[src/frls_pkg.sv]
// Constants and types of the frame relay lookup and statistics block
`default_nettype none
package frls_pkg;
  localparam int AW           = 24;
  localparam int SMALL_DLCIS  = 1024;
  localparam int LARGE_DLCIS  = 8192;
  localparam int LUT_ACT_BIT   = 0;
  localparam int IDX_HI        = 15;
  localparam int IDX_LO        = 3;
  localparam int PRIO_ACT_BIT  = 0;
  localparam int PRIO_LAST_BIT = 1;
  localparam int PRIO_MAX      = 256;
  localparam int STAT_WORDS   = 9;
  localparam int CNT_WORDS    = 22;
  localparam int CNT_USED     = 21;
  localparam logic [7:0] CNT_OFF = 8'h2c;
  localparam logic [15:0] MIN_LEN_DATA = 16'h0002;
  localparam logic [15:0] MIN_LEN_ANX  = 16'h0003;
  localparam logic [15:0] MIN_LEN_MGMT = 16'h0004;
  localparam int CI_BAD     = 0;
  localparam int CI_SHORT   = 1;
  localparam int CI_ABORT   = 2;
  localparam int CI_POLL    = 6;
  localparam int CI_ENQ     = 7;
  localparam int CI_UNKNOWN = 10;
  localparam int CI_LONG    = 11;
  typedef logic [12:0]   frls_idx_t;
  typedef logic [AW-1:0] frls_addr_t;
endpackage : frls_pkg
`default_nettype wire

[src/frls_core_if.sv]
// Links between the core and its counter and priority helpers
`default_nettype none
interface frls_core_if;
  logic        cntPend;
  logic [4:0]  cntSel;
  logic        cntDone;
  logic        prioReq;
  logic [7:0]  prioSlot;
  logic        prioAck;
  logic [15:0] prioWord;
  modport core (input cntPend, cntSel, prioReq, prioSlot,
                output cntDone, prioAck, prioWord);
  modport cnt (output cntPend, cntSel, input cntDone);
  modport sched (output prioReq, prioSlot, input prioAck, prioWord);
endinterface : frls_core_if
`default_nettype wire

[src/frls_cnt_pend.sv]
// Pending counter events and lowest-index selection
`default_nettype none
module frls_cnt_pend
(
  input  wire logic                          clk,
  input  wire logic                          reset,
  input  wire logic [frls_pkg::CNT_USED-1:0] evt,
  frls_core_if.cnt                           cif
);
  import frls_pkg::*;
  typedef struct packed
  {
    logic [CNT_USED-1:0] pend;
    logic                busy;
    logic [4:0]          sel;
  } frls_cnt_t;
  localparam logic [CNT_USED-1:0] ONE = 1;
  frls_cnt_t  st_r;
  frls_cnt_t  st_nxt;
  logic [4:0] low;

  always_comb
  begin
    low = '0;
    for (int i = CNT_USED - 1; i >= 0; i--)
      if (st_r.pend[i])
        low = 5'(i);
  end

  // Selection is frozen while the core works on it, so a newer
  // lower-index event cannot take the clear meant for the served one
  always_comb
  begin
    st_nxt = st_r;
    if (st_r.busy && cif.cntDone)
    begin
      st_nxt.pend = st_r.pend & ~(ONE << st_r.sel);
      st_nxt.busy = 1'b0;
    end
    else if (!st_r.busy && |st_r.pend)
    begin
      st_nxt.busy = 1'b1;
      st_nxt.sel = low;
    end
    st_nxt.pend = st_nxt.pend | evt;
  end

  assign cif.cntSel = st_r.sel;
  assign cif.cntPend = st_r.busy;

  always_ff @(posedge clk)
  begin
    if (reset)
      st_r <= '0;
    else
      st_r <= st_nxt;
  end

  chk_set_wins:
  assert property (@(posedge clk) disable iff (reset)
    |evt |=> ((st_r.pend & $past(evt)) == $past(evt)))
  else $error("counter event lost");
endmodule : frls_cnt_pend
`default_nettype wire

[src/frls_prio_sched.sv]
// Transmit channel walk with priority block diversion
`default_nettype none
module frls_prio_sched
(
  input  wire logic                clk,
  input  wire logic                reset,
  input  wire logic                prioDemand,
  input  wire logic                svcDone,
  input  wire frls_pkg::frls_idx_t ctxLast,
  frls_core_if.sched               cif,
  output logic [12:0]              txCtxIndex,
  output logic                     txInPrio,
  output logic                     txIdxValid
);
  import frls_pkg::*;
  typedef enum logic [1:0] {P_TX = 2'b00, P_FETCH = 2'b01, P_SERVE = 2'b11} frls_pst_t;
  typedef struct packed
  {
    frls_pst_t st;
    logic      dem;
    logic      last;
    logic [7:0] slot;
    frls_idx_t cur;
    frls_idx_t saved;
  } frls_sched_t;
  frls_sched_t st_r;
  frls_sched_t st_nxt;
  frls_idx_t   nextIdx;

  always_comb
  begin
    st_nxt = st_r;
    nextIdx = (st_r.cur == ctxLast) ? '0 : st_r.cur + 13'h1;
    st_nxt.dem = st_r.dem | prioDemand;
    unique case (st_r.st)
      P_TX:
        if (svcDone)
        begin
          if (st_r.dem)
          begin
            st_nxt.saved = nextIdx;
            st_nxt.slot = '0;
            st_nxt.dem = prioDemand;
            st_nxt.st = P_FETCH;
          end
          else
            st_nxt.cur = nextIdx;
        end
      P_FETCH:
        if (cif.prioAck)
        begin
          st_nxt.last = cif.prioWord[PRIO_LAST_BIT] || (st_r.slot == 8'(PRIO_MAX - 1));
          if (cif.prioWord[PRIO_ACT_BIT])
          begin
            st_nxt.cur = cif.prioWord[IDX_HI:IDX_LO];
            st_nxt.st = P_SERVE;
          end
          else if (st_nxt.last)
          begin
            st_nxt.cur = st_r.saved;
            st_nxt.st = P_TX;
          end
          else
            st_nxt.slot = st_r.slot + 8'h1;
        end
      P_SERVE:
        if (svcDone)
        begin
          if (st_r.last)
          begin
            st_nxt.cur = st_r.saved;
            st_nxt.st = P_TX;
          end
          else
          begin
            st_nxt.slot = st_r.slot + 8'h1;
            st_nxt.st = P_FETCH;
          end
        end
      default:
        st_nxt.st = P_TX;
    endcase
  end

  assign cif.prioReq = (st_r.st == P_FETCH);
  assign cif.prioSlot = st_r.slot;
  assign txCtxIndex = st_r.cur;
  assign txInPrio = (st_r.st != P_TX);
  assign txIdxValid = (st_r.st != P_FETCH);

  always_ff @(posedge clk)
  begin
    if (reset)
      st_r <= '0;
    else
      st_r <= st_nxt;
  end

  chk_prio_resume:
  assert property (@(posedge clk) disable iff (reset)
    (st_r.st == P_SERVE && svcDone && st_r.last) |=> (txCtxIndex == $past(st_r.saved) && !txInPrio))
  else $error("priority walk did not resume");
  chk_prio_skip:
  assert property (@(posedge clk) disable iff (reset)
    (cif.prioAck && !cif.prioWord[PRIO_ACT_BIT] && !cif.prioWord[PRIO_LAST_BIT]
     && st_r.slot != 8'hff)
    |=> (st_r.st == P_FETCH && st_r.slot == $past(st_r.slot) + 8'h1))
  else $error("inactive entry not skipped");
endmodule : frls_prio_sched
`default_nettype wire

[src/frls_top.sv]
// Receive channel lookup, shared-memory counters, status dump, priority service
`default_nettype none
module frls_top
(
  input  wire logic                 clk,
  input  wire logic                 reset,
  input  wire frls_pkg::frls_addr_t initBlockBase,
  input  wire frls_pkg::frls_addr_t lookupTableBase,
  input  wire frls_pkg::frls_addr_t statusBufferBase,
  input  wire frls_pkg::frls_addr_t priorityBlockBase,
  input  wire logic                 smallTableSelect,
  input  wire logic                 extendedAddressEnable,
  input  wire logic [15:0]          maxFrameLength,
  input  wire logic                 statusRequest,
  input  wire logic                 priorityTransmitDemand,
  input  wire frls_pkg::frls_idx_t  contextLastIndex,
  input  wire logic                 txServiceDone,
  output logic [12:0]               txCtxIndex,
  output logic                      txInPriority,
  output logic                      txIndexValid,
  input  wire logic                 rxFrameEnd,
  output logic                      rxReady,
  input  wire frls_pkg::frls_idx_t  rxDlci,
  input  wire logic [15:0]          rxLength,
  input  wire logic                 rxFcsBad,
  input  wire logic                 rxNonOctet,
  input  wire logic                 rxAborted,
  input  wire logic                 rxMgmt,
  input  wire logic                 rxAnnexAD,
  input  wire logic                 receiveBadFramesSelect,
  input  wire logic                 pollTimerExpire,
  input  wire logic                 statusSeen,
  input  wire logic                 enqTimerExpire,
  input  wire logic                 enquirySeen,
  input  wire logic [13:0]          mgmtEvent,
  output logic                      rxDeliver,
  output logic                      rxDiscard,
  output logic                      frameErrorFlag,
  output logic [12:0]               rxCtxIndex,
  output logic                      statusDone,
  output logic                      memReq,
  output logic                      memWrite,
  output logic [23:0]               memAddr,
  output logic [15:0]               memWdata,
  input  wire logic                 memAck,
  input  wire logic [15:0]          memRdata
);
  import frls_pkg::*;

  // ----------------------------------------
  // State
  // ----------------------------------------
  typedef enum logic [2:0]
  {
    S_IDLE   = 3'b000,
    S_LOOKUP = 3'b001,
    S_DECIDE = 3'b011,
    S_CNT_RD = 3'b010,
    S_CNT_WR = 3'b110,
    S_STAT   = 3'b111,
    S_PRIO   = 3'b101
  } frls_st_t;

  typedef struct packed
  {
    frls_st_t    st;
    logic        rxBusy;
    frls_idx_t   dlci;
    logic [15:0] len;
    logic        fcsBad, nonOct, abort, mgmt, annex, rbfs;
    logic [15:0] entry;
    logic        statPend;
    logic [3:0]  word;
    logic [4:0]  cntSel;
    logic        deliver, discard, ferr, statDone;
    frls_idx_t   ctxIdx;
    logic        memWr;
    frls_addr_t  memAd;
    logic [15:0] memWd;
  } frls_core_t;

  localparam logic [3:0] STAT_LAST = 4'(STAT_WORDS - 1);

  frls_core_t          st_r;
  frls_core_t          st_nxt;
  logic [CNT_USED-1:0] evt;
  logic                act;
  logic                shortF;
  logic                longF;
  logic                good;
  logic                keep;
  logic [15:0]         minLen;
  frls_core_if         cif ();

  // ----------------------------------------
  // Status buffer helpers
  // ----------------------------------------
  function automatic frls_addr_t statAddr(input logic [3:0] w);
    frls_addr_t b;
    b = statusBufferBase;
    if (!extendedAddressEnable)
      b[23:16] = 8'h00;
    return b + {19'h0, w, 1'b0};
  endfunction : statAddr

  function automatic logic [15:0] statusWord(input logic [3:0] w, input frls_core_t s);
    logic [15:0] v;
    v = '0;
    unique case (w)
      4'h0: v = {14'h0, smallTableSelect, extendedAddressEnable};
      4'h1: v = {3'h0, s.dlci};
      4'h2: v = s.entry;
      4'h3: v = {3'h0, s.ctxIdx};
      4'h4: v = {3'h0, txCtxIndex};
      4'h5: v = {14'h0, txIndexValid, txInPriority};
      4'h6: v = {11'h0, s.cntSel};
      4'h7: v = s.len;
      default: v = {15'h0, s.rxBusy};
    endcase
    return v;
  endfunction : statusWord

  // ----------------------------------------
  // Frame classification
  // ----------------------------------------
  always_comb
  begin
    act = st_r.entry[LUT_ACT_BIT];
    minLen = st_r.mgmt ? (st_r.annex ? MIN_LEN_ANX : MIN_LEN_MGMT) : MIN_LEN_DATA;
    shortF = st_r.len < minLen;
    longF = st_r.len > maxFrameLength;
    good = !st_r.fcsBad && !st_r.nonOct && !st_r.abort && !shortF && !longF;
    keep = act && !shortF && !longF && !st_r.nonOct
           && (good || (st_r.rbfs && (st_r.fcsBad || st_r.abort)));
  end

  // ----------------------------------------
  // Counter events
  // ----------------------------------------
  always_comb
  begin
    evt = '0;
    evt[5:3] = mgmtEvent[2:0];
    evt[CI_POLL] = pollTimerExpire && !statusSeen;
    evt[CI_ENQ] = enqTimerExpire && !enquirySeen;
    evt[9:8] = mgmtEvent[4:3];
    evt[20:12] = mgmtEvent[13:5];
    if (st_r.st == S_DECIDE)
    begin
      evt[CI_BAD] = act && (st_r.fcsBad || st_r.nonOct);
      evt[CI_SHORT] = act && shortF;
      evt[CI_ABORT] = act && st_r.abort;
      evt[CI_UNKNOWN] = !act && good;
      evt[CI_LONG] = act && longF;
    end
  end

  frls_cnt_pend u_cnt
  (
    .clk   (clk),
    .reset (reset),
    .evt   (evt),
    .cif   (cif)
  );

  frls_prio_sched u_sched
  (
    .clk        (clk),
    .reset      (reset),
    .prioDemand (priorityTransmitDemand),
    .svcDone    (txServiceDone),
    .ctxLast    (contextLastIndex),
    .cif        (cif),
    .txCtxIndex (txCtxIndex),
    .txInPrio   (txInPriority),
    .txIdxValid (txIndexValid)
  );

  // ----------------------------------------
  // Main sequencer
  // ----------------------------------------
  always_comb
  begin
    st_nxt = st_r;
    st_nxt.deliver = 1'b0;
    st_nxt.discard = 1'b0;
    st_nxt.statDone = 1'b0;
    if (statusRequest)
      st_nxt.statPend = 1'b1;
    if (rxFrameEnd && !st_r.rxBusy)
    begin
      st_nxt.rxBusy = 1'b1;
      st_nxt.dlci = rxDlci;
      st_nxt.len = rxLength;
      st_nxt.fcsBad = rxFcsBad;
      st_nxt.nonOct = rxNonOctet;
      st_nxt.abort = rxAborted;
      st_nxt.mgmt = rxMgmt;
      st_nxt.annex = rxAnnexAD;
      st_nxt.rbfs = receiveBadFramesSelect;
    end
    unique case (st_r.st)
      S_IDLE:
        if (st_r.statPend)
        begin
          st_nxt.statPend = statusRequest;
          st_nxt.word = '0;
          st_nxt.memWr = 1'b1;
          st_nxt.memAd = statAddr(4'h0);
          st_nxt.memWd = statusWord(4'h0, st_r);
          st_nxt.st = S_STAT;
        end
        else if (st_r.rxBusy)
        begin
          st_nxt.memWr = 1'b0;
          st_nxt.memAd = lookupTableBase + {10'h0, st_r.dlci, 1'b0};
          if (smallTableSelect && st_r.dlci >= 13'(SMALL_DLCIS))
          begin
            st_nxt.entry = '0;
            st_nxt.st = S_DECIDE;
          end
          else
            st_nxt.st = S_LOOKUP;
        end
        else if (cif.prioReq)
        begin
          st_nxt.memWr = 1'b0;
          st_nxt.memAd = priorityBlockBase + {15'h0, cif.prioSlot, 1'b0};
          st_nxt.st = S_PRIO;
        end
        else if (cif.cntPend)
        begin
          st_nxt.memWr = 1'b0;
          st_nxt.cntSel = cif.cntSel;
          st_nxt.memAd = initBlockBase + {16'h0, CNT_OFF} + {18'h0, cif.cntSel, 1'b0};
          st_nxt.st = S_CNT_RD;
        end
      S_LOOKUP:
        if (memAck)
        begin
          st_nxt.entry = memRdata;
          st_nxt.st = S_DECIDE;
        end
      S_DECIDE:
      begin
        st_nxt.deliver = keep;
        st_nxt.discard = !keep;
        st_nxt.ferr = keep && (st_r.fcsBad || st_r.abort);
        st_nxt.ctxIdx = st_r.entry[IDX_HI:IDX_LO];
        st_nxt.rxBusy = 1'b0;
        st_nxt.st = S_IDLE;
      end
      S_CNT_RD:
        if (memAck)
        begin
          st_nxt.memWr = 1'b1;
          st_nxt.memWd = memRdata + 16'h1;
          st_nxt.st = S_CNT_WR;
        end
      S_CNT_WR:
        if (memAck)
        begin
          st_nxt.memWr = 1'b0;
          st_nxt.st = S_IDLE;
        end
      S_STAT:
        if (memAck)
        begin
          if (st_r.word == STAT_LAST)
          begin
            st_nxt.statDone = 1'b1;
            st_nxt.memWr = 1'b0;
            st_nxt.st = S_IDLE;
          end
          else
          begin
            st_nxt.word = st_r.word + 4'h1;
            st_nxt.memAd = statAddr(st_r.word + 4'h1);
            st_nxt.memWd = statusWord(st_r.word + 4'h1, st_r);
          end
        end
      S_PRIO:
        if (memAck)
          st_nxt.st = S_IDLE;
      default:
        st_nxt.st = S_IDLE;
    endcase
  end

  always_ff @(posedge clk)
  begin
    if (reset)
      st_r <= '0;
    else
      st_r <= st_nxt;
  end

  // ----------------------------------------
  // Outputs
  // ----------------------------------------
  assign cif.cntDone = (st_r.st == S_CNT_WR) && memAck;
  assign cif.prioAck = (st_r.st == S_PRIO) && memAck;
  assign cif.prioWord = memRdata;
  assign memReq = (st_r.st != S_IDLE) && (st_r.st != S_DECIDE);
  assign memWrite = st_r.memWr;
  assign memAddr = st_r.memAd;
  assign memWdata = st_r.memWd;
  assign rxReady = !st_r.rxBusy;
  assign rxDeliver = st_r.deliver;
  assign rxDiscard = st_r.discard;
  assign frameErrorFlag = st_r.ferr;
  assign rxCtxIndex = st_r.ctxIdx;
  assign statusDone = st_r.statDone;

  // ----------------------------------------
  // Checks
  // ----------------------------------------
  chk_small_range:
  assert property (@(posedge clk) disable iff (reset)
    (st_r.st == S_LOOKUP && smallTableSelect) |-> st_r.dlci < 13'(SMALL_DLCIS))
  else $error("small table read beyond range");
  chk_lookup_addr:
  assert property (@(posedge clk) disable iff (reset)
    (st_r.st == S_LOOKUP) |-> (!memWrite && memAddr == lookupTableBase + {10'h0, st_r.dlci, 1'b0}))
  else $error("lookup address wrong");
  chk_inactive_drop:
  assert property (@(posedge clk) disable iff (reset)
    rxDeliver |-> (st_r.entry[LUT_ACT_BIT] && !rxDiscard))
  else $error("inactive DLCI delivered");
  chk_ctx_index:
  assert property (@(posedge clk) disable iff (reset)
    (rxDeliver || rxDiscard) |-> rxCtxIndex == st_r.entry[IDX_HI:IDX_LO])
  else $error("context index wrong");
  chk_status_len:
  assert property (@(posedge clk) disable iff (reset)
    (st_r.st == S_STAT && memAck && st_r.word == 4'h8) |=> (statusDone && st_r.st == S_IDLE))
  else $error("status dump length wrong");
  chk_cnt_incr:
  assert property (@(posedge clk) disable iff (reset)
    (st_r.st == S_CNT_RD && memAck)
    |=> (memWrite && memWdata == $past(memRdata) + 16'h1 && memAddr == $past(memAddr)))
  else $error("counter not incremented");
  chk_bad_gate:
  assert property (@(posedge clk) disable iff (reset)
    (st_r.st == S_DECIDE && !st_r.rbfs && !good) |=> (rxDiscard && !rxDeliver))
  else $error("bad frame delivered");
  chk_flag_cause:
  assert property (@(posedge clk) disable iff (reset)
    (rxDeliver || rxDiscard)
    |-> (frameErrorFlag == (rxDeliver && st_r.rbfs && (st_r.fcsBad || st_r.abort))))
  else $error("frame error flag without cause");
  chk_unknown_cnt:
  assert property (@(posedge clk) disable iff (reset)
    (st_r.st == S_DECIDE && !st_r.entry[LUT_ACT_BIT] && good) |-> evt[CI_UNKNOWN] && !evt[CI_BAD])
  else $error("unknown DLCI not counted");
endmodule : frls_top
`default_nettype wire

[config.mk]
export PLATFORM = sky130hd
export DESIGN_NAME = frls_top
export DESIGN_NICKNAME = d
export VERILOG_FILES = /design/src/frls_pkg.sv /design/src/frls_core_if.sv /design/src/frls_cnt_pend.sv /design/src/frls_prio_sched.sv /design/src/frls_top.sv
export SDC_FILE = /design/constraint.sdc
export NUM_CORES = 1
export LEC_CHECK = 0
export BUFFER_PORTS_ARGS = -buffer_cell sky130_fd_sc_hd__buf_4
export CAP_MARGIN = 30
export CORE_ASPECT_RATIO = 2
export CORE_MARGIN = 2
export CORE_UTILIZATION = 50
export CTS_CLUSTER_SIZE = 12
export DETAILED_ROUTE_END_ITERATION = 8
export HOLD_SLACK_MARGIN = 0.12
export PLACE_DENSITY = 0.8
export SETUP_SLACK_MARGIN = 0.3
export SLEW_MARGIN = 10
export SYNTH_ARGS = -nofsm -noshare
export SYNTH_HDL_FRONTEND = slang
export SYNTH_SLANG_ARGS = --single-unit
[constraint.sdc]
create_clock -name clk -period 3.3 [get_ports clk]
set_clock_uncertainty 0.15 [all_clocks]
set_input_delay 0.66 -clock clk [delete_from_list [all_inputs] [get_ports clk]]
set_output_delay 0.66 -clock clk [all_outputs]
set_load 0.02 [all_outputs]
==> qor.csv <==
metric,value,unit
pwr dens,510,nW/µm²
I/O pin total,278,
vias in the first global route,15000,
hold path endpoint,u_sched.st_r[35],
Core Box Area,26800,µm²
ANT cells,0,
worst-skew pair later-pin latency,460,ps
status,completed,
first-pass GRT wire length,87.2,mm
Critical Path End Type,flop,
largest net degree at the start of global routing,74,
minimum clock period,3110,ps
achievable frequency,322,MHz
Via density,6.37,
Final GP Congestion,1.05,
chip height,237,µm
Antenna Violating Nets Remaining,0,
"Worst Setup Slack, final",195,ps
clock sink count,188,
leak pwr,6.97,nW
die area,28600,µm²
"Primary FF master, synth",dfxtp_1,
Netlist Area Pre-Place,13600,µm²
R2R setup slack,190,ps
Yosys warning count,0,
critical path arrival,3300,ps
worst min path class,input port to flop,
CP Cell Sequence,"ha_4, buf_4, a21boi_1, a21oi_1, o22ai_2, and2_4, a222oi_1, a21boi_1, a311o_1",
largest area contributor in the netlist,dfxtp_1,
"Core Util, Final",62.5,%
number of non-filler instances in the completed layout,2392,
Slew HR,23.4,%
async set-or-reset flop fraction in the synthesized netlist,0,%
Slew @ Worst Pin,1150,ps
drt first pass iters,7,
Critical Path Start,st_r[64],
initial DRC count,1620,
crit-path leading delay family,compound AO/OA/AOI/OAI gates,
period utilization,94.1,%
Place WS,-45.5,ps
TNS Setup,0,ps
FILL cells,2461,
wire length per cell,24.9,µm
final hold violations,0,
Yosys top cell area share,27.7,%
Initial Util,50.8,%
Post-Place Cells,2349,
Mapped Cells,1802,
"Seq/Total Area, Yosys",27.7,%
nature of the critical path startpoint,flop,
Via Count,15200,
share of post-route cells with drive strength above 1,24.3,%
Final Max Tran Viols,0,
root buf cell,clkbuf_16,
Max-Cap Viols,0,
die width,121,µm
"Req. time, crit path",3490,ps
drt total wl,59.5,mm
Hold Crit Start,priorityTransmitDemand,
clock-pin slew of the registers on the worst-case setup and hold paths,70,ps
Worst Reg-to-Reg Cells,9,
Unique masters post-synth,90,
Slowest cell on crit path,a222oi_1,
CTS buffer count,17,
number of port buffers,277,
net count after synthesis,2071,
maximum vdd drop,0.421,mV
hpwl dp,46.3,mm
area added between synthesis and finish,23.2,%
syn avg cell area,7.55,µm²
Post-synth EDFFs,0,
post-synthesis register bit count,188,
Worst Path Buf+Inv,1,
Cell Rows,85,
fin nets,2300,
Synth area leaders,"dfxtp_1 28%, nand2_1 6.8%, a21oi_1 6.7%, ha_1 5.7%, nor2_1 4.3%",
gr ovfl total,0,
Setup CP Type,flop to flop,
start of the worst register-to-register path,st_r[64],
final setup vio count,0,
Total Routing Usage GR,40.7,%
crit-path max cell delay,980,ps
Worst Path Max Fanout,13,
cell seen most often among critical-path stages,a21boi_1,
initial antenna violation count,0,
DRC,0,
Max H-tree Level,4,
RR Endpoint,memWdata[8],
clk buf depth,2,
setup repair after global routing missed its margin,true,
CTS tree,built,
Hold Crit Depth,3,
-- state kept, by name (all words and copies together), names as in the netlist --
signal / count
u_cnt.cif.cntSel: 5
u_sched.cif.prioSlot: 8
act: 1
u_cnt.cif.cntPend: 1
statusDone: 1
memWdata: 16
memWrite: 1
rxDeliver: 1
st_r: 64
rxDiscard: 1
u_sched.txCtxIndex: 13
u_cnt.st_r: 21
rxCtxIndex: 13
memAddr: 24
frameErrorFlag: 1
u_sched.st_r: 17
-- logic make-up (layout without fill, tap and decap cells) --
kind of cell	count (synthesis)	in the layout	share of synthesized area, %
simple gates	672	672	23.3
mux	27	27	2.12
flops	188	188	27.7
fa+ha+maj	66	66	6.29
xor+xnor	103	103	6.63
buf+inv	238	480	8.95
compound gates	508	508	25.0
-- cell usage in the layout (no fill, tap or decap), types with 8 or more instances in the layout --
| cell type | instances |
|---|---|
| buf_4 | 374 |
| nand2_1 | 247 |
| dfxtp_1 | 182 |
| a21oi_1 | 180 |
| nor2_1 | 155 |
| nand3_1 | 75 |
| o21ai_0 | 72 |
| inv_1 | 68 |
| xor2_1 | 56 |
| ha_1 | 55 |
| xnor2_1 | 45 |
| a211oi_1 | 40 |
| nor3_1 | 35 |
| nand4_1 | 30 |
| a22oi_1 | 30 |
| and3_1 | 21 |
| o211ai_1 | 17 |
| clkbuf_16 | 17 |
| nand2b_1 | 16 |
| mux2_2 | 15 |
| a21o_1 | 14 |
| nor4_1 | 13 |
| a222oi_1 | 13 |
| mux2i_1 | 12 |
| a221oi_1 | 11 |
| a311o_1 | 11 |
| a31oi_1 | 10 |
| nor2b_1 | 9 |
| or3_1 | 8 |
| and2_1 | 8 |
| o31ai_1 | 8 |
| o221ai_1 | 8 |
| o2111ai_1 | 8 |
-- cell type report --
| class | instances | area [µm²] | area share (%) |
|---|---|---|---|
| well taps | 348 | 435 | 2.60 |
| flip-flops and latches | 188 | 3780 | 22.5 |
| clock inverters | 13 | 151 | 0.903 |
| multi-input cells | 1376 | 8840 | 52.7 |
| repair buffers | 376 | 2850 | 17.0 |
| inverters | 72 | 270 | 1.61 |
| clock buffers | 19 | 443 | 2.64 |
-- synthesized netlist by cell type (16+ instances only) --
master and instances:
nand3_1 75, xor2_1 56, buf_2 19, dfxtp_1 188, a21oi_1 181, inv_1 71
nand4_1 30, nand2b_1 16, ha_1 62, a211oi_1 42, and3_1 22, o21ai_0 73
a22oi_1 30, clkbuf_1 63, nor2_1 157, buf_4 68, nor4_1 16, xnor2_1 47
o211ai_1 17, nand2_1 247, nor3_1 36
-- per-layer routing --
layer / wire length [µm] / share of wire (%) / global-route usage (%)
met5: 0 / 0 / 0
met4: 8180 / 14 / 44.1
met3: 4120 / 6.9 / 8.30
met2: 29100 / 49 / 70.1
met1: 18100 / 30 / 37.3
-- how the worst max path moves through the flow --
stage                       end  slack, ps  cells after the start
floorplan           memAddr[12]        310                     14
CTS                 memAddr[20]        310                     11
finish              memWdata[8]        190                      9
global placement     memAddr[8]         40                     10
global route        memAddr[18]        170                     13
detailed placement   memAddr[8]        -50                     10
-- through the flow --
step / hold slack [ps] / cell area [µm²] / power, mW
after detailed placement: 297 / 15900 / 6.29
after floorplan: 276 / 13700 / 5.05
after CTS: 259 / 16600 / 8.42
after global placement: 288 / 15900 / 6.25
final: 262 / 16800 / 8.55
after global routing: 265 / 16800 / 8.87
-- power breakdown --
group / internal (mW) / switching (mW)
sequential: 2.57 / 0.335
clock: 1.16 / 0.998
combinational: 1.35 / 2.15
total: 5.07 / 3.48
-- what timing repair did --
item,4_1_cts,5_1_grt
hold buffers,0,0
pin swaps,2,9
setup endpoints to repair,8,17
gates resized for setup,11,25
buffers inserted,6,5
cloned,0,0
-- worst reg2reg max path: cells and delay by family, from the launching register on --
kind / cells / cell delay, ps
compound gates: 6 / 1900
flops: 1 / 370
simple gates: 1 / 260
fa+ha+maj: 1 / 170
buf+inv: 1 / 150
No activity file was read; power rests on OpenSTA's default activity.
